[src/common/tfp_defs.svh]
// Register offsets, field positions, mode codes, TOP values and prescale factors of the timer
`ifndef TFP_DEFS_SVH
`define TFP_DEFS_SVH
`define TFP_ADDR_W 8
`define TFP_OFS_CTRL_A 8'h00
`define TFP_OFS_CTRL_B 8'h04
`define TFP_OFS_CTRL_C 8'h08
`define TFP_OFS_COUNT 8'h0c
`define TFP_OFS_CMP_A 8'h10
`define TFP_OFS_CMP_B 8'h14
`define TFP_OFS_CAPTURE 8'h18
`define TFP_OFS_PORT 8'h1c
`define TFP_OFS_STATUS 8'h20
`define TFP_FLD_FORCE_A 7
`define TFP_FLD_FORCE_B 6
`define TFP_FLD_OVF 0
`define TFP_WGM_NORMAL 4'h0
`define TFP_WGM_CTC_CMP 4'h4
`define TFP_WGM_FAST8 4'h5
`define TFP_WGM_FAST9 4'h6
`define TFP_WGM_FAST10 4'h7
`define TFP_WGM_CTC_CAP 4'hc
`define TFP_WGM_FAST_CAP 4'he
`define TFP_WGM_FAST_CMP 4'hf
`define TFP_TOP_8 16'h00ff
`define TFP_TOP_9 16'h01ff
`define TFP_TOP_10 16'h03ff
`define TFP_TOP_MAX 16'hffff
`define TFP_DIV_1 11'h001
`define TFP_DIV_8 11'h008
`define TFP_DIV_64 11'h040
`define TFP_DIV_256 11'h100
`define TFP_DIV_1024 11'h400
`define TFP_RESP_OKAY 2'h0
`define TFP_RESP_SLVERR 2'h2
`endif

[src/common/tfp_pkg.sv]
// Types shared by the timer compare-output block
package tfp_pkg;
   typedef enum logic [1:0] {TFP_WAVE_NORMAL, TFP_WAVE_CTC, TFP_WAVE_FAST} tfp_wave_type;
   typedef struct packed {
      logic [1:0] com_a;
      logic [1:0] com_b;
      logic [3:0] wgm;
      logic [2:0] clk_sel;
   } tfp_ctrl_type;
   typedef struct packed {
      logic [7:0] addr;
      logic [31:0] data;
      logic [3:0] strb;
   } tfp_wreq_type;
   typedef struct packed {
      logic [1:0] level;
      logic [1:0] enable;
   } tfp_pins_type;
endpackage : tfp_pkg

[src/rtl/tfp_timer.sv]
// 16-bit timer with two compare outputs, fast PWM and an AXI4-Lite register slave
//
// Register access over AXI4-Lite and the register offsets were chosen for this implementation.
`timescale 1ns/1ps
`include "tfp_defs.svh"
module tfp_timer (
   // Clock and reset
   input wire logic aclk,
   input wire logic aresetn,
   // AXI4-Lite write address and data
   input wire logic [7:0] s_axi_awaddr,
   input wire logic s_axi_awvalid,
   output logic s_axi_awready,
   input wire logic [31:0] s_axi_wdata,
   input wire logic [3:0] s_axi_wstrb,
   input wire logic s_axi_wvalid,
   output logic s_axi_wready,
   // AXI4-Lite write response
   output logic [1:0] s_axi_bresp,
   output logic s_axi_bvalid,
   input wire logic s_axi_bready,
   // AXI4-Lite read
   input wire logic [7:0] s_axi_araddr,
   input wire logic s_axi_arvalid,
   output logic s_axi_arready,
   output logic [31:0] s_axi_rdata,
   output logic [1:0] s_axi_rresp,
   output logic s_axi_rvalid,
   input wire logic s_axi_rready,
   // Compare output pins
   output tfp_pkg::tfp_pins_type pins
);
   import tfp_pkg::*;

   function automatic tfp_wave_type wave_kind(input logic [3:0] wgm);
      case (wgm)
         `TFP_WGM_CTC_CMP, `TFP_WGM_CTC_CAP: wave_kind = TFP_WAVE_CTC;
         `TFP_WGM_FAST8, `TFP_WGM_FAST9, `TFP_WGM_FAST10,
         `TFP_WGM_FAST_CAP, `TFP_WGM_FAST_CMP: wave_kind = TFP_WAVE_FAST;
         default: wave_kind = TFP_WAVE_NORMAL;
      endcase
   endfunction : wave_kind

   function automatic logic [15:0] top_of(input logic [3:0] wgm, input logic [15:0] cmp_a,
                                          input logic [15:0] cap);
      case (wgm)
         `TFP_WGM_FAST8: top_of = `TFP_TOP_8;
         `TFP_WGM_FAST9: top_of = `TFP_TOP_9;
         `TFP_WGM_FAST10: top_of = `TFP_TOP_10;
         `TFP_WGM_CTC_CMP, `TFP_WGM_FAST_CMP: top_of = cmp_a;
         `TFP_WGM_CTC_CAP, `TFP_WGM_FAST_CAP: top_of = cap;
         default: top_of = `TFP_TOP_MAX;
      endcase
   endfunction : top_of

   function automatic logic [10:0] divisor(input logic [2:0] sel);
      case (sel)
         3'h1: divisor = `TFP_DIV_1;
         3'h2: divisor = `TFP_DIV_8;
         3'h3: divisor = `TFP_DIV_64;
         3'h4: divisor = `TFP_DIV_256;
         default: divisor = `TFP_DIV_1024;
      endcase
   endfunction : divisor

   function automatic logic [15:0] merge16(input logic [15:0] old, input logic [31:0] data,
                                           input logic [3:0] strb);
      merge16 = {strb[1] ? data[15:8] : old[15:8], strb[0] ? data[7:0] : old[7:0]};
   endfunction : merge16

   // Non-PWM match action, shared by real matches and force strobes
   function automatic logic match_action(input logic [1:0] com, input logic cur);
      case (com)
         2'h1: match_action = ~cur;
         2'h2: match_action = 1'b0;
         2'h3: match_action = 1'b1;
         default: match_action = cur;
      endcase
   endfunction : match_action

   function automatic logic mapped(input logic [7:0] addr);
      mapped = (addr[1:0] == 2'h0) && (addr <= `TFP_OFS_STATUS);
   endfunction : mapped

   tfp_ctrl_type ctrl;
   tfp_wreq_type wreq;
   logic [1:0] dir;
   logic [1:0] port_data;
   logic [1:0] oc;
   logic [15:0] cnt;
   logic [15:0] icr;
   logic [1:0][15:0] cmp_buf;
   logic [1:0][15:0] cmp_act;
   logic ovf_flag;
   logic [1:0] match_flag;
   logic block;
   logic [9:0] pre_cnt;
   logic tick;

   tfp_wave_type wave;
   logic [15:0] top;
   logic at_top;
   logic wrap;
   logic [1:0] match;
   logic wr_en;
   logic [10:0] div_m1;
   logic [31:0] next_rdata;
   logic [1:0][1:0] com_sel;

   assign wave = wave_kind(ctrl.wgm);
   assign top = top_of(ctrl.wgm, cmp_act[0], icr);
   assign at_top = (cnt == top);
   assign wrap = tick && at_top;
   assign match[0] = tick && !block && (cnt == cmp_act[0]);
   assign match[1] = tick && !block && (cnt == cmp_act[1]);
   assign wr_en = !s_axi_awready && !s_axi_wready && !s_axi_bvalid;
   assign div_m1 = divisor(ctrl.clk_sel) - 11'h001;
   assign com_sel = {ctrl.com_b, ctrl.com_a};

   // Write channel: address and data taken in either order, one write at a time
   always_ff @(posedge aclk) begin
      if (!aresetn) begin
         s_axi_awready <= 1'b1;
         s_axi_wready <= 1'b1;
         s_axi_bvalid <= 1'b0;
         s_axi_bresp <= `TFP_RESP_OKAY;
         wreq <= '0;
      end else begin
         if (s_axi_awvalid && s_axi_awready) begin
            s_axi_awready <= 1'b0;
            wreq.addr <= s_axi_awaddr;
         end
         if (s_axi_wvalid && s_axi_wready) begin
            s_axi_wready <= 1'b0;
            wreq.data <= s_axi_wdata;
            wreq.strb <= s_axi_wstrb;
         end
         if (wr_en) begin
            s_axi_bvalid <= 1'b1;
            s_axi_bresp <= mapped(wreq.addr) ? `TFP_RESP_OKAY : `TFP_RESP_SLVERR;
         end
         if (s_axi_bvalid && s_axi_bready) begin
            s_axi_bvalid <= 1'b0;
            s_axi_awready <= 1'b1;
            s_axi_wready <= 1'b1;
         end
      end
   end

   always_comb begin
      next_rdata = 32'h0000_0000;
      case (s_axi_araddr)
         `TFP_OFS_CTRL_A: next_rdata[7:0] = {ctrl.com_a, ctrl.com_b, 2'h0, ctrl.wgm[1:0]};
         `TFP_OFS_CTRL_B: next_rdata[7:0] = {3'h0, ctrl.wgm[3:2], ctrl.clk_sel};
         `TFP_OFS_COUNT: next_rdata[15:0] = cnt;
         `TFP_OFS_CMP_A: next_rdata[15:0] = cmp_buf[0];
         `TFP_OFS_CMP_B: next_rdata[15:0] = cmp_buf[1];
         `TFP_OFS_CAPTURE: next_rdata[15:0] = icr;
         `TFP_OFS_PORT: next_rdata[7:0] = {2'h0, oc, port_data, dir};
         `TFP_OFS_STATUS: next_rdata[7:0] = {5'h00, match_flag, ovf_flag};
         default: next_rdata = 32'h0000_0000;
      endcase
   end

   // Read channel: answer one cycle after the address is taken
   always_ff @(posedge aclk) begin
      if (!aresetn) begin
         s_axi_arready <= 1'b1;
         s_axi_rvalid <= 1'b0;
         s_axi_rdata <= 32'h0000_0000;
         s_axi_rresp <= `TFP_RESP_OKAY;
      end else if (s_axi_arvalid && s_axi_arready) begin
         s_axi_arready <= 1'b0;
         s_axi_rvalid <= 1'b1;
         s_axi_rdata <= next_rdata;
         s_axi_rresp <= mapped(s_axi_araddr) ? `TFP_RESP_OKAY : `TFP_RESP_SLVERR;
      end else if (s_axi_rvalid && s_axi_rready) begin
         s_axi_rvalid <= 1'b0;
         s_axi_arready <= 1'b1;
      end
   end

   // Control fields; compare mode is read live, so a change acts at the next match
   always_ff @(posedge aclk) begin
      if (!aresetn) begin
         ctrl <= '0;
         dir <= 2'h0;
         port_data <= 2'h0;
         icr <= 16'h0000;
      end else if (wr_en) begin
         if (wreq.addr == `TFP_OFS_CTRL_A && wreq.strb[0]) begin
            ctrl.com_a <= wreq.data[7:6];
            ctrl.com_b <= wreq.data[5:4];
            ctrl.wgm[1:0] <= wreq.data[1:0];
         end
         if (wreq.addr == `TFP_OFS_CTRL_B && wreq.strb[0]) begin
            ctrl.wgm[3:2] <= wreq.data[4:3];
            ctrl.clk_sel <= wreq.data[2:0];
         end
         if (wreq.addr == `TFP_OFS_PORT && wreq.strb[0]) begin
            dir <= wreq.data[1:0];
            port_data <= wreq.data[3:2];
         end
         // Only software loads the capture register; compare mode has no path here
         if (wreq.addr == `TFP_OFS_CAPTURE) begin
            icr <= merge16(icr, wreq.data, wreq.strb);
         end
      end
   end

   // Prescaler: enable every N clocks; >= so a smaller new divisor never stalls the count
   always_ff @(posedge aclk) begin
      if (!aresetn || ctrl.clk_sel == 3'h0 || ctrl.clk_sel > 3'h5) begin
         pre_cnt <= 10'h000;
         tick <= 1'b0;
      end else if (pre_cnt >= div_m1[9:0]) begin
         pre_cnt <= 10'h000;
         tick <= 1'b1;
      end else begin
         pre_cnt <= pre_cnt + 10'h001;
         tick <= 1'b0;
      end
   end

   // Counter; a software write wins over a tick and masks the following tick's match
   always_ff @(posedge aclk) begin
      if (!aresetn) begin
         cnt <= 16'h0000;
         block <= 1'b0;
      end else if (wr_en && wreq.addr == `TFP_OFS_COUNT) begin
         cnt <= merge16(cnt, wreq.data, wreq.strb);
         block <= 1'b1;
      end else if (tick) begin
         block <= 1'b0;
         cnt <= at_top ? 16'h0000 : cnt + 16'h0001;
      end
   end

   // Compare values: straight through outside fast PWM, buffered inside it
   always_ff @(posedge aclk) begin
      if (!aresetn) begin
         cmp_buf <= '0;
         cmp_act <= '0;
      end else begin
         for (int i = 0; i < 2; i++) begin
            if (wr_en && wreq.addr == (i == 0 ? `TFP_OFS_CMP_A : `TFP_OFS_CMP_B)) begin
               cmp_buf[i] <= merge16(cmp_buf[i], wreq.data, wreq.strb);
               if (wave != TFP_WAVE_FAST) begin
                  cmp_act[i] <= merge16(cmp_buf[i], wreq.data, wreq.strb);
               end
            end
            // Load at the wrap so a period never sees a half-updated value
            if (wave == TFP_WAVE_FAST && wrap) begin
               cmp_act[i] <= cmp_buf[i];
            end
         end
      end
   end

   // Sticky flags, write one to clear; a set in the same cycle wins
   always_ff @(posedge aclk) begin
      if (!aresetn) begin
         ovf_flag <= 1'b0;
         match_flag <= 2'h0;
      end else begin
         if (wr_en && wreq.addr == `TFP_OFS_STATUS && wreq.strb[0]) begin
            ovf_flag <= ovf_flag & ~wreq.data[`TFP_FLD_OVF];
            match_flag <= match_flag & ~wreq.data[2:1];
         end
         if (wrap) begin
            ovf_flag <= 1'b1;
         end
         if (match[0]) begin
            match_flag[0] <= 1'b1;
         end
         if (match[1]) begin
            match_flag[1] <= 1'b1;
         end
      end
   end

   // Compare output state: preset first, then force, then timer events
   always_ff @(posedge aclk) begin
      if (!aresetn) begin
         oc <= 2'h0;
      end else begin
         for (int i = 0; i < 2; i++) begin
            if (wr_en && wreq.addr == `TFP_OFS_PORT && wreq.strb[0]) begin
               oc[i] <= wreq.data[4 + i];
            end else if (wr_en && wreq.addr == `TFP_OFS_CTRL_C && wave != TFP_WAVE_FAST
                         && wreq.data[`TFP_FLD_FORCE_A - i]) begin
               oc[i] <= match_action(com_sel[i], oc[i]);
            end else if (wave == TFP_WAVE_FAST) begin
               if (com_sel[i] == 2'h1) begin
                  if (i == 0 && ctrl.wgm == `TFP_WGM_FAST_CMP && match[0]) begin
                     oc[0] <= ~oc[0];
                  end
               end else if (com_sel[i][1]) begin
                  // Compare at TOP keeps the match level, giving a constant output
                  if (wrap && cmp_act[i] != top) begin
                     oc[i] <= (com_sel[i] != 2'h2);
                  end else if (match[i]) begin
                     oc[i] <= (com_sel[i] == 2'h2);
                  end
               end
            end else if (match[i]) begin
               oc[i] <= match_action(com_sel[i], oc[i]);
            end
         end
      end
   end

   // Pin drive: waveform replaces the port value, direction stays with software
   always_ff @(posedge aclk) begin
      if (!aresetn) begin
         pins <= '0;
      end else begin
         pins.level[0] <= (ctrl.com_a != 2'h0) ? oc[0] : port_data[0];
         pins.level[1] <= (ctrl.com_b != 2'h0) ? oc[1] : port_data[1];
         pins.enable <= dir;
      end
   end
endmodule : tfp_timer

[config.mk]
export PLATFORM = sky130hd
export DESIGN_NAME = tfp_timer
export DESIGN_NICKNAME = d
export VERILOG_FILES = /design/src/common/tfp_pkg.sv /design/src/rtl/tfp_timer.sv
export VERILOG_INCLUDE_DIRS = /design/src /design/src/common
export SDC_FILE = /design/constraint.sdc
export NUM_CORES = 1
export LEC_CHECK = 0
export ABC_AREA = 1
export BUFFER_PORTS_ARGS = -buffer_cell sky130_fd_sc_hd__buf_2
export CORE_AREA = 2 2 135 137
export CTS_CLUSTER_SIZE = 10
export DETAILED_ROUTE_END_ITERATION = 7
export DIE_AREA = 0 0 137 139
export HOLD_SLACK_MARGIN = 0.1
export PLACE_DENSITY_LB_ADDON = 0.2
export SYNTH_ARGS = -nofsm -noshare
export SYNTH_HDL_FRONTEND = slang
export SYNTH_SLANG_ARGS = --single-unit
export TNS_END_PERCENT = 30
[constraint.sdc]
create_clock -name aclk -period 6.5 [get_ports aclk]
set_input_delay 0.65 -clock aclk [delete_from_list [all_inputs] [get_ports aclk]]
set_output_delay 0.65 -clock aclk [all_outputs]
set_load 0.02 [all_outputs]
==> impl_metrics.sql, run 1 <==
INSERT INTO impl_metrics (metric_group, metric, value, unit) VALUES
('sta', 'postLayoutSetupSlackWorst', '2.75', 'ns'),
('critical_path', 'cp_data_arrival_time', '4.11', 'ns'),
('critical_path', 'critical_path_required', '6.86', 'ns'),
('sta', 'final-hold-violation-count', '0', ''),
('job', 'maxCapViolCount', '0', ''),
('sta', 'fin_crit', '3.75', 'ns'),
('placed_design', 'placement.io_buffers', '67', ''),
('min_path', 'worstHoldStart', 'dir[0]', ''),
('route', 'wirelength', '33100', 'microns'),
('die', 'dieWidth', '137', 'microns'),
('critical_path', 'crit_chain', 'inv_1 -> nor2_4 -> nand2_1 -> nand2_2 -> nand2_1 -> nand3_1 -> nand2_1 -> nand2_1 -> nand2_1 -> nor2_1 -> nand2_1 -> nor2_2 -> nand2_2 -> nor2_4 -> nand2_1 -> a31oi_1', ''),
('yosys', 'synth-async-reset-ratio', '0', ''),
('critical_path', 'timing.critical_path.max_delay_family', 'simple AND/OR/NAND/NOR gates', ''),
('die', 'fp.dieArea', '0.0190', 'sq mm'),
('global_route', 'maximum_number_of_pins_on_one_net_before_global_route_repair', '58', ''),
('yosys', 'synth-main-ff-cell', 'sky130_fd_sc_hd__dfxtp_1', ''),
('yosys', 'ys_top_cells_by_count', 'sky130_fd_sc_hd__nand2_1 (420), sky130_fd_sc_hd__dfxtp_1 (181), sky130_fd_sc_hd__inv_1 (171)', ''),
('critical_path', 'timing.critical_path.mode_cell', 'sky130_fd_sc_hd__nand2_1', ''),
('cts', 'cts_root_buf', 'sky130_fd_sc_hd__clkbuf_16', ''),
('die', 'floorplan.core_area', '0.0177', 'sq mm'),
('sta', 'layout_worst_path_cycle_share', '0.576', ''),
('critical_path', 'worstSetupStartpointType', 'flop', ''),
('cts', 'numClockSinks', '181', ''),
('placed_design', 'detailed_place_hpwl', '24600', 'microns'),
('yosys', 'post_synth_mux_area_share', '0', ''),
('route', 'vias_per_cell', '5.88', ''),
('yosys', 'compound_gate_fraction_of_synth_area', '0.199', ''),
('final_layout', 'layout-drive-gt1-share', '0.0855', ''),
('critical_path', 'slowest_stage', 'sky130_fd_sc_hd__nor2_4', ''),
('die', 'die_h', '139', 'microns'),
('cts', 'cts.repair_timing.setup_buffer_count', '0', ''),
('critical_path', 'r2r-start', 'ctrl[5]', ''),
('critical_path', 'crit_path_start', 'ctrl[5]', ''),
('yosys', 'synth-edff-count', '0', ''),
('yosys', 'synth_top_family_by_area', 'simple AND/OR/NAND/NOR gates', ''),
('yosys', 'synth_cell_type_count', '43', ''),
('sta', 'fmaxAchievable', '0.267', 'GHz'),
('cts', 'cts.repair.resized', '0', ''),
('final_layout', 'finalInstanceArea', '0.0114', 'sq mm'),
('placed_design', 'final_replace_weighted_congestion', '0.981', ''),
('cts', 'numCtsBuffers', '17', ''),
('status', 'outcome', 'finished clean', ''),
('sta', 'report.final.slew_viol_count', '0', ''),
('yosys', 'number_of_register_bits_inferred_by_synthesis', '181', ''),
('sta', 'hold_slack', '0.441', 'ns'),
('sta', 'layout_skew', '0.00746', 'ns'),
('yosys', 'synthSimpleGateAreaFrac', '0.310', ''),
('yosys', 'synthDominantAreaCellType', 'sky130_fd_sc_hd__dfxtp_1', ''),
('yosys', 'xor_xnor_share_of_the_synthesized_area', '0.0226', ''),
('power', 'pwr_density_cell', '208', 'mW/mm^2'),
('final_layout', 'insertedDiodeCount', '0', ''),
('placed_design', 'dpl-instance-area', '0.0108', 'sq mm'),
('die', 'io_pins', '104', ''),
('critical_path', 'critical_path.max_fanout', '32', ''),
('cts', 'tritoncts_clock_tree', 'built', ''),
('final_layout', 'final_core_utilization', '0.644', ''),
('placed_design', 'setup_ws_pre_cts', '2.90', 'ns'),
('sta', 'tightestPinTransition', '1.07', 'ns'),
('sta', 'finalSetupViolations', '0', ''),
('critical_path', 'critical_path_buf_inv_count', '1', ''),
('critical_path', 'max_stage_delay', '0.69', 'ns'),
('route', 'detail-route-antenna-nets', '0', ''),
('sta', 'slew-limit-headroom', '0.283', ''),
('route', 'remaining_drc_errors', '0', ''),
('die', 'placementRows', '49', ''),
('route', 'drtIter0Drc', '1136', ''),
('cts', 'insertion_delay', '0.44', 'ns'),
('yosys', 'synthDominantCellAreaShare', '0.347', ''),
('yosys', 'synth_warnings', '0', ''),
('yosys', 'sequential_cell_area_fraction_in_the_yosys_report', '0.347', ''),
('sta', 'grt_setup_unrepaired', 'no', '');
-- worst min-delay path, stage by stage (launching register included) --
cell                      delay [ns]
sky130_fd_sc_hd__dfxtp_1        0.32
sky130_fd_sc_hd__nand2_1        0.05
sky130_fd_sc_hd__inv_1          0.03
-- path summary, 6_finish.rpt --
| check | endpoint | slack, ns | cells past startpoint |
|---|---|---|---|
| worst min-delay path | pins[0] | 0.44 | 2 |
| worst max register to register | cmp_act[31] | 2.75 | 16 |
| worst max-delay path | cmp_act[31] | 2.75 | 16 |
| worst min register to register | pins[0] | 0.44 | 2 |
-- metrics by stage --
step | std cells | power, mW
after detailed placement | 1857 | 1.30
after global routing | 1889 | 2.43
after CTS | 1889 | 2.36
after floorplan | 1634 | 1.26
after global placement | 1857 | 1.30
final | 1889 | 2.36
-- routing by layer --
layer,GRT usage,up-vias,wire [microns]
met5,0,-,0
met2,0.543,607,14700
li1,-,5408,-
met1,0.491,5011,14000
met3,0.0727,79,3440
met4,0.122,0,954
-- layout by cell type (no fill, tap or decap), types with 4 or more instances in the layout --
cell type	instances
sky130_fd_sc_hd__clkinvlp_4	4
sky130_fd_sc_hd__o2111ai_1	11
sky130_fd_sc_hd__conb_1	18
sky130_fd_sc_hd__nand2_2	10
sky130_fd_sc_hd__buf_4	6
sky130_fd_sc_hd__a31oi_1	55
sky130_fd_sc_hd__or2_2	4
sky130_fd_sc_hd__a211oi_1	8
sky130_fd_sc_hd__nand2_1	420
sky130_fd_sc_hd__clkbuf_16	17
sky130_fd_sc_hd__inv_6	4
sky130_fd_sc_hd__inv_1	171
sky130_fd_sc_hd__a21oi_1	102
sky130_fd_sc_hd__clkinv_1	4
sky130_fd_sc_hd__nand4_1	30
sky130_fd_sc_hd__nor2_2	9
sky130_fd_sc_hd__nor2_1	165
sky130_fd_sc_hd__o22ai_1	23
sky130_fd_sc_hd__a221oi_1	4
sky130_fd_sc_hd__nor4_1	7
sky130_fd_sc_hd__buf_2	67
sky130_fd_sc_hd__o21ai_0	151
sky130_fd_sc_hd__dfxtp_1	181
sky130_fd_sc_hd__nor3_1	23
sky130_fd_sc_hd__ha_1	14
sky130_fd_sc_hd__nand3_1	88
sky130_fd_sc_hd__nor2_4	5
sky130_fd_sc_hd__xnor2_1	9
sky130_fd_sc_hd__xor2_1	18
-- state kept, by name, indices dropped and copies added (netlist names), 4 cells and up --
| name | flops |
|---|---|
| cmp_act | 32 |
| com_sel | 4 |
| pins | 4 |
| cnt | 16 |
| ctrl | 7 |
| cmp_buf | 32 |
| s_axi_rdata | 16 |
| icr | 16 |
| wreq | 26 |
| pre_cnt | 10 |
-- cells by family after synthesis --
kind of cell	count (synthesis)
AOI/OAI and AO/OA	369
and+or+nand+nor	768
DFF	181
other	1
xor gates and xnor gates	27
buffers and inverters	257
adders and majority gates	14
-- area by class of cell --
cell class              instances  area, sq um
fillers                      1632         6280
inverters                     178          668
repair buffers                 73          380
flip-flops and latches        181         3620
clock inverters                13          169
clock buffers                  19          443
well taps                     229          287
multi-input cells            1196         5800
-- power by group --
group	total [mW]	internal (mW)	switching [mW]
Sequential	1.15	1.13	0.0270
Clock	1.08	0.620	0.459
Combinational	0.128	0.0335	0.0944
Total	2.36	1.78	0.581
(Power assumes the default switching activity.)
==> run 2, diff against run 1 <==
--- a/config.mk
+++ b/config.mk
@@ -8,10 +8,10 @@
 export LEC_CHECK = 0
 export ABC_AREA = 1
 export BUFFER_PORTS_ARGS = -buffer_cell sky130_fd_sc_hd__buf_2
-export CORE_AREA = 2 2 135 137
+export CORE_AREA = 2 2 143 145
 export CTS_CLUSTER_SIZE = 10
 export DETAILED_ROUTE_END_ITERATION = 7
-export DIE_AREA = 0 0 137 139
+export DIE_AREA = 0 0 145 147
 export HOLD_SLACK_MARGIN = 0.1
 export PLACE_DENSITY_LB_ADDON = 0.2
 export SYNTH_ARGS = -nofsm -noshare
==> constraint.sdc (replaced) <==
create_clock -name aclk -period 3.2 [get_ports aclk]
set_input_delay 0.32 -clock aclk [delete_from_list [all_inputs] [get_ports aclk]]
set_output_delay 0.32 -clock aclk [all_outputs]
set_load 0.02 [all_outputs]
==> run 2 against run 1 <==
Effect of this change:
- first-iteration DRC count up 9.9%
- critical endpoint is now cmp_act[17]
- design area increased by 3.0%
- power up 99%
- flip-flop and latch count unchanged
- hold slack lost 0.30 ns
==> impl_metrics.sql, run 2 (synthesis gave the netlist of run 1 again) <==
INSERT INTO impl_metrics (metric_group, metric, value, unit) VALUES
('sta', 'layout_skew', '0.00955', 'ns'),
('global_route', 'gr-total-overflow', '0', ''),
('final_layout', 'reg_top3', 'cmp_act x32, cmp_buf x32, wreq x26', ''),
('status', 'outcome', 'finished clean', ''),
('placed_design', 'post-place-cells', '1931', ''),
('final_layout', 'layout_common_cells', 'sky130_fd_sc_hd__nand2_1 (420), sky130_fd_sc_hd__dfxtp_1 (179), sky130_fd_sc_hd__inv_1 (171)', ''),
('die', 'dieWidth', '145', 'microns'),
('final_layout', 'n_fill_cell', '1938', ''),
('global_route', 'antenna_found_initial', '0', ''),
('route', 'drtIter0Drc', '1249', ''),
('placed_design', 'dpl-instance-area', '0.0111', 'sq mm'),
('route', 'detail-route-antenna-nets', '0', ''),
('power', 'power.leakage', '4.65', 'nW'),
('die', 'placementRows', '52', ''),
('route', 'remaining_drc_errors', '0', ''),
('sta', 'final-hold-violation-count', '0', ''),
('critical_path', 'critical_path_required', '3.56', 'ns'),
('job', 'maxCapViolCount', '0', ''),
('global_route', 'first_pass_grt_wire_length', '52900', 'microns'),
('sta', 'hold_slack', '0.139', 'ns'),
('power', 'vdd.ir_drop.worst', '0.328', 'mV'),
('critical_path', 'worst_setup_path_end_kind', 'flop', ''),
('die', 'io_pins', '104', ''),
('cts', 'cts-hold-fix-buffers', '0', ''),
('cts', 'numCtsBuffers', '17', ''),
('final_layout', 'syn2layout_area_growth', '12.1', '%'),
('route', 'dr_total_vias', '11135', ''),
('die', 'die_h', '147', 'microns'),
('global_route', 'gr_util_all_layers', '0.313', ''),
('min_path', 'hold-path-endpoint', 'wreq[18]', ''),
('final_layout', 'insertedDiodeCount', '0', ''),
('critical_path', 'max_stage_delay', '0.49', 'ns'),
('route', 'detailedRoute.firstPassIterationCount', '6', ''),
('sta', 'fin_setup_tns', '0', 'ns'),
('critical_path', 'worstSetupStartpointType', 'flop', ''),
('die', 'floorplan.initialDensity', '0.527', ''),
('sta', 'report.final.slew_viol_count', '0', ''),
('sta', 'finalSetupViolations', '0', ''),
('sta', 'tightestPinTransition', '0.979', 'ns'),
('route', 'wirelength', '33700', 'microns'),
('sta', 'postLayoutSetupSlackWorst', '0.250', 'ns'),
('final_layout', 'layout.cells.most_common', 'sky130_fd_sc_hd__nand2_1', ''),
('power', 'pwr_density_cell', '401', 'mW/mm^2'),
('placed_design', 'setup_ws_pre_cts', '0.210', 'ns'),
('cts', 'insertion_delay', '0.44', 'ns'),
('global_route', 'first_global_vias', '9823', ''),
('critical_path', 'slowest_stage', 'sky130_fd_sc_hd__dfxtp_2', ''),
('cts', 'cts_root_buf', 'sky130_fd_sc_hd__clkbuf_16', ''),
('route', 'vias_per_cell', '5.66', ''),
('critical_path', 'critical_path.max_fanout', '12', ''),
('critical_path', 'reg2reg_slack', '0.25', 'ns'),
('critical_path', 'crit_chain', 'nand2_4 -> inv_2 -> nand2_1 -> nor2_1 -> inv_1 -> nand3_1 -> nand2_1 -> nand2_1 -> nand2_1 -> nor2_1 -> nand2_1 -> nor2_2 -> nand2_2 -> nor2_4 -> buf_4 -> nand2_1 -> a31oi_1', ''),
('cts', 'cts-root-to-sink-buffers', '2', ''),
('die', 'floorplan.core_area', '0.0198', 'sq mm'),
('critical_path', 'cp_data_arrival_time', '3.31', 'ns'),
('sta', 'fmaxAchievable', '0.339', 'GHz'),
('route', 'detail_route.wl_per_cell', '17.1', 'microns'),
('min_path', 'hold-path-cell-count', '3', ''),
('critical_path', 'timing.critical_path.mode_cell', 'sky130_fd_sc_hd__nand2_1', ''),
('final_layout', 'nets_final', '1756', ''),
('final_layout', 'layout-drive-gt1-share', '0.108', ''),
('sta', 'grt_setup_unrepaired', 'no', ''),
('critical_path', 'timing_worst_setup_path_type', 'reg2reg', ''),
('cts', 'cts-htree-levels', '4', ''),
('critical_path', 'r2r-start', 'ctrl[6]', ''),
('min_path', 'worstHoldStart', 's_axi_wdata[14]', ''),
('cts', 'numClockSinks', '181', ''),
('sta', 'slew-limit-headroom', '0.343', ''),
('final_layout', 'finalInstanceArea', '0.0117', 'sq mm'),
('power', 'design_power_total', '4.70', 'mW'),
('final_layout', 'final_core_utilization', '0.591', ''),
('sta', 'fin_crit', '2.95', 'ns'),
('critical_path', 'critical_register_to_register_path_endpoint', 'cmp_act[17]', ''),
('critical_path', 'critical_path_buf_inv_count', '3', ''),
('die', 'fp.dieArea', '0.0213', 'sq mm'),
('cts', 'tritoncts_clock_tree', 'built', ''),
('global_route', 'maximum_number_of_pins_on_one_net_before_global_route_repair', '38', ''),
('critical_path', 'timing.critical_path.max_delay_family', 'simple AND/OR/NAND/NOR gates', ''),
('cts', 'clk_pin_slew_worst_paths', '0.07', 'ns'),
('final_layout', 'final-instance-count-excl-fill', '1966', ''),
('placed_design', 'placement.io_buffers', '67', ''),
('critical_path', 'worstRegToRegCells', '17', ''),
('placed_design', 'final_replace_weighted_congestion', '0.927', ''),
('min_path', 'classification_of_the_worst_slack_hold_path', 'in2reg', ''),
('placed_design', 'detailed_place_hpwl', '25700', 'microns'),
('sta', 'layout_worst_path_cycle_share', '0.922', '');
==> run 2: cell type report <==
class                   count  area, sq um  share of cell area
inverters                 178          668              0.0570
multi-input cells        1196         5820               0.497
clock inverters            13          138              0.0117
flip-flops and latches    181         3630               0.309
well taps                 270          338              0.0288
repair buffers            109          688              0.0587
clock buffers              19          443              0.0378
==> run 2: routing by layer <==
metal	share of wire	vias up	wire length (microns)	GRT usage
li1	-	5484	-	-
met1	0.43	5026	14600	0.439
met2	0.44	566	14900	0.486
met3	0.10	59	3450	0.0624
met4	0.023	0	785	0.0990
met5	0	-	0	0
==> run 2: worst reg2reg max path: stages, from the launching register on <==
cell and delay, ns:
sky130_fd_sc_hd__dfxtp_2 0.49, sky130_fd_sc_hd__nand2_4 0.10, sky130_fd_sc_hd__inv_2 0.06, sky130_fd_sc_hd__nand2_1 0.16, sky130_fd_sc_hd__nor2_1 0.34, sky130_fd_sc_hd__inv_1 0.07
sky130_fd_sc_hd__nand3_1 0.11, sky130_fd_sc_hd__nand2_1 0.05, sky130_fd_sc_hd__nand2_1 0.10, sky130_fd_sc_hd__nand2_1 0.10, sky130_fd_sc_hd__nor2_1 0.14, sky130_fd_sc_hd__nand2_1 0.10
sky130_fd_sc_hd__nor2_2 0.28, sky130_fd_sc_hd__nand2_2 0.16, sky130_fd_sc_hd__nor2_4 0.16, sky130_fd_sc_hd__buf_4 0.22, sky130_fd_sc_hd__nand2_1 0.07, sky130_fd_sc_hd__a31oi_1 0.17
==> run 2: worst max path at each step <==
stage / endpoint / cells after the start / from
after global placement: cnt[12] / 14 / ctrl[3]
after CTS: cnt[12] / 14 / ctrl[3]
after global routing: pre_cnt[4] / 15 / ctrl[0]
after floorplan: pre_cnt[4] / 16 / ctrl[0]
final: cmp_act[17] / 17 / ctrl[6]
after detailed placement: pre_cnt[4] / 15 / ctrl[0]
==> run 2: what timing repair did <==
item,in CTS,in global routing
resized for setup,0,6
endpoints found under the setup margin,0,52
buffers inserted,0,3
==> run 2: power by group <==
| group | internal (mW) | switching (mW) | total [mW] |
|---|---|---|---|
| Clock | 1.12 | 0.966 | 2.09 |
| Combinational | 0.0777 | 0.207 | 0.284 |
| Sequential | 2.29 | 0.0401 | 2.33 |
| Total | 3.49 | 1.21 | 4.70 |
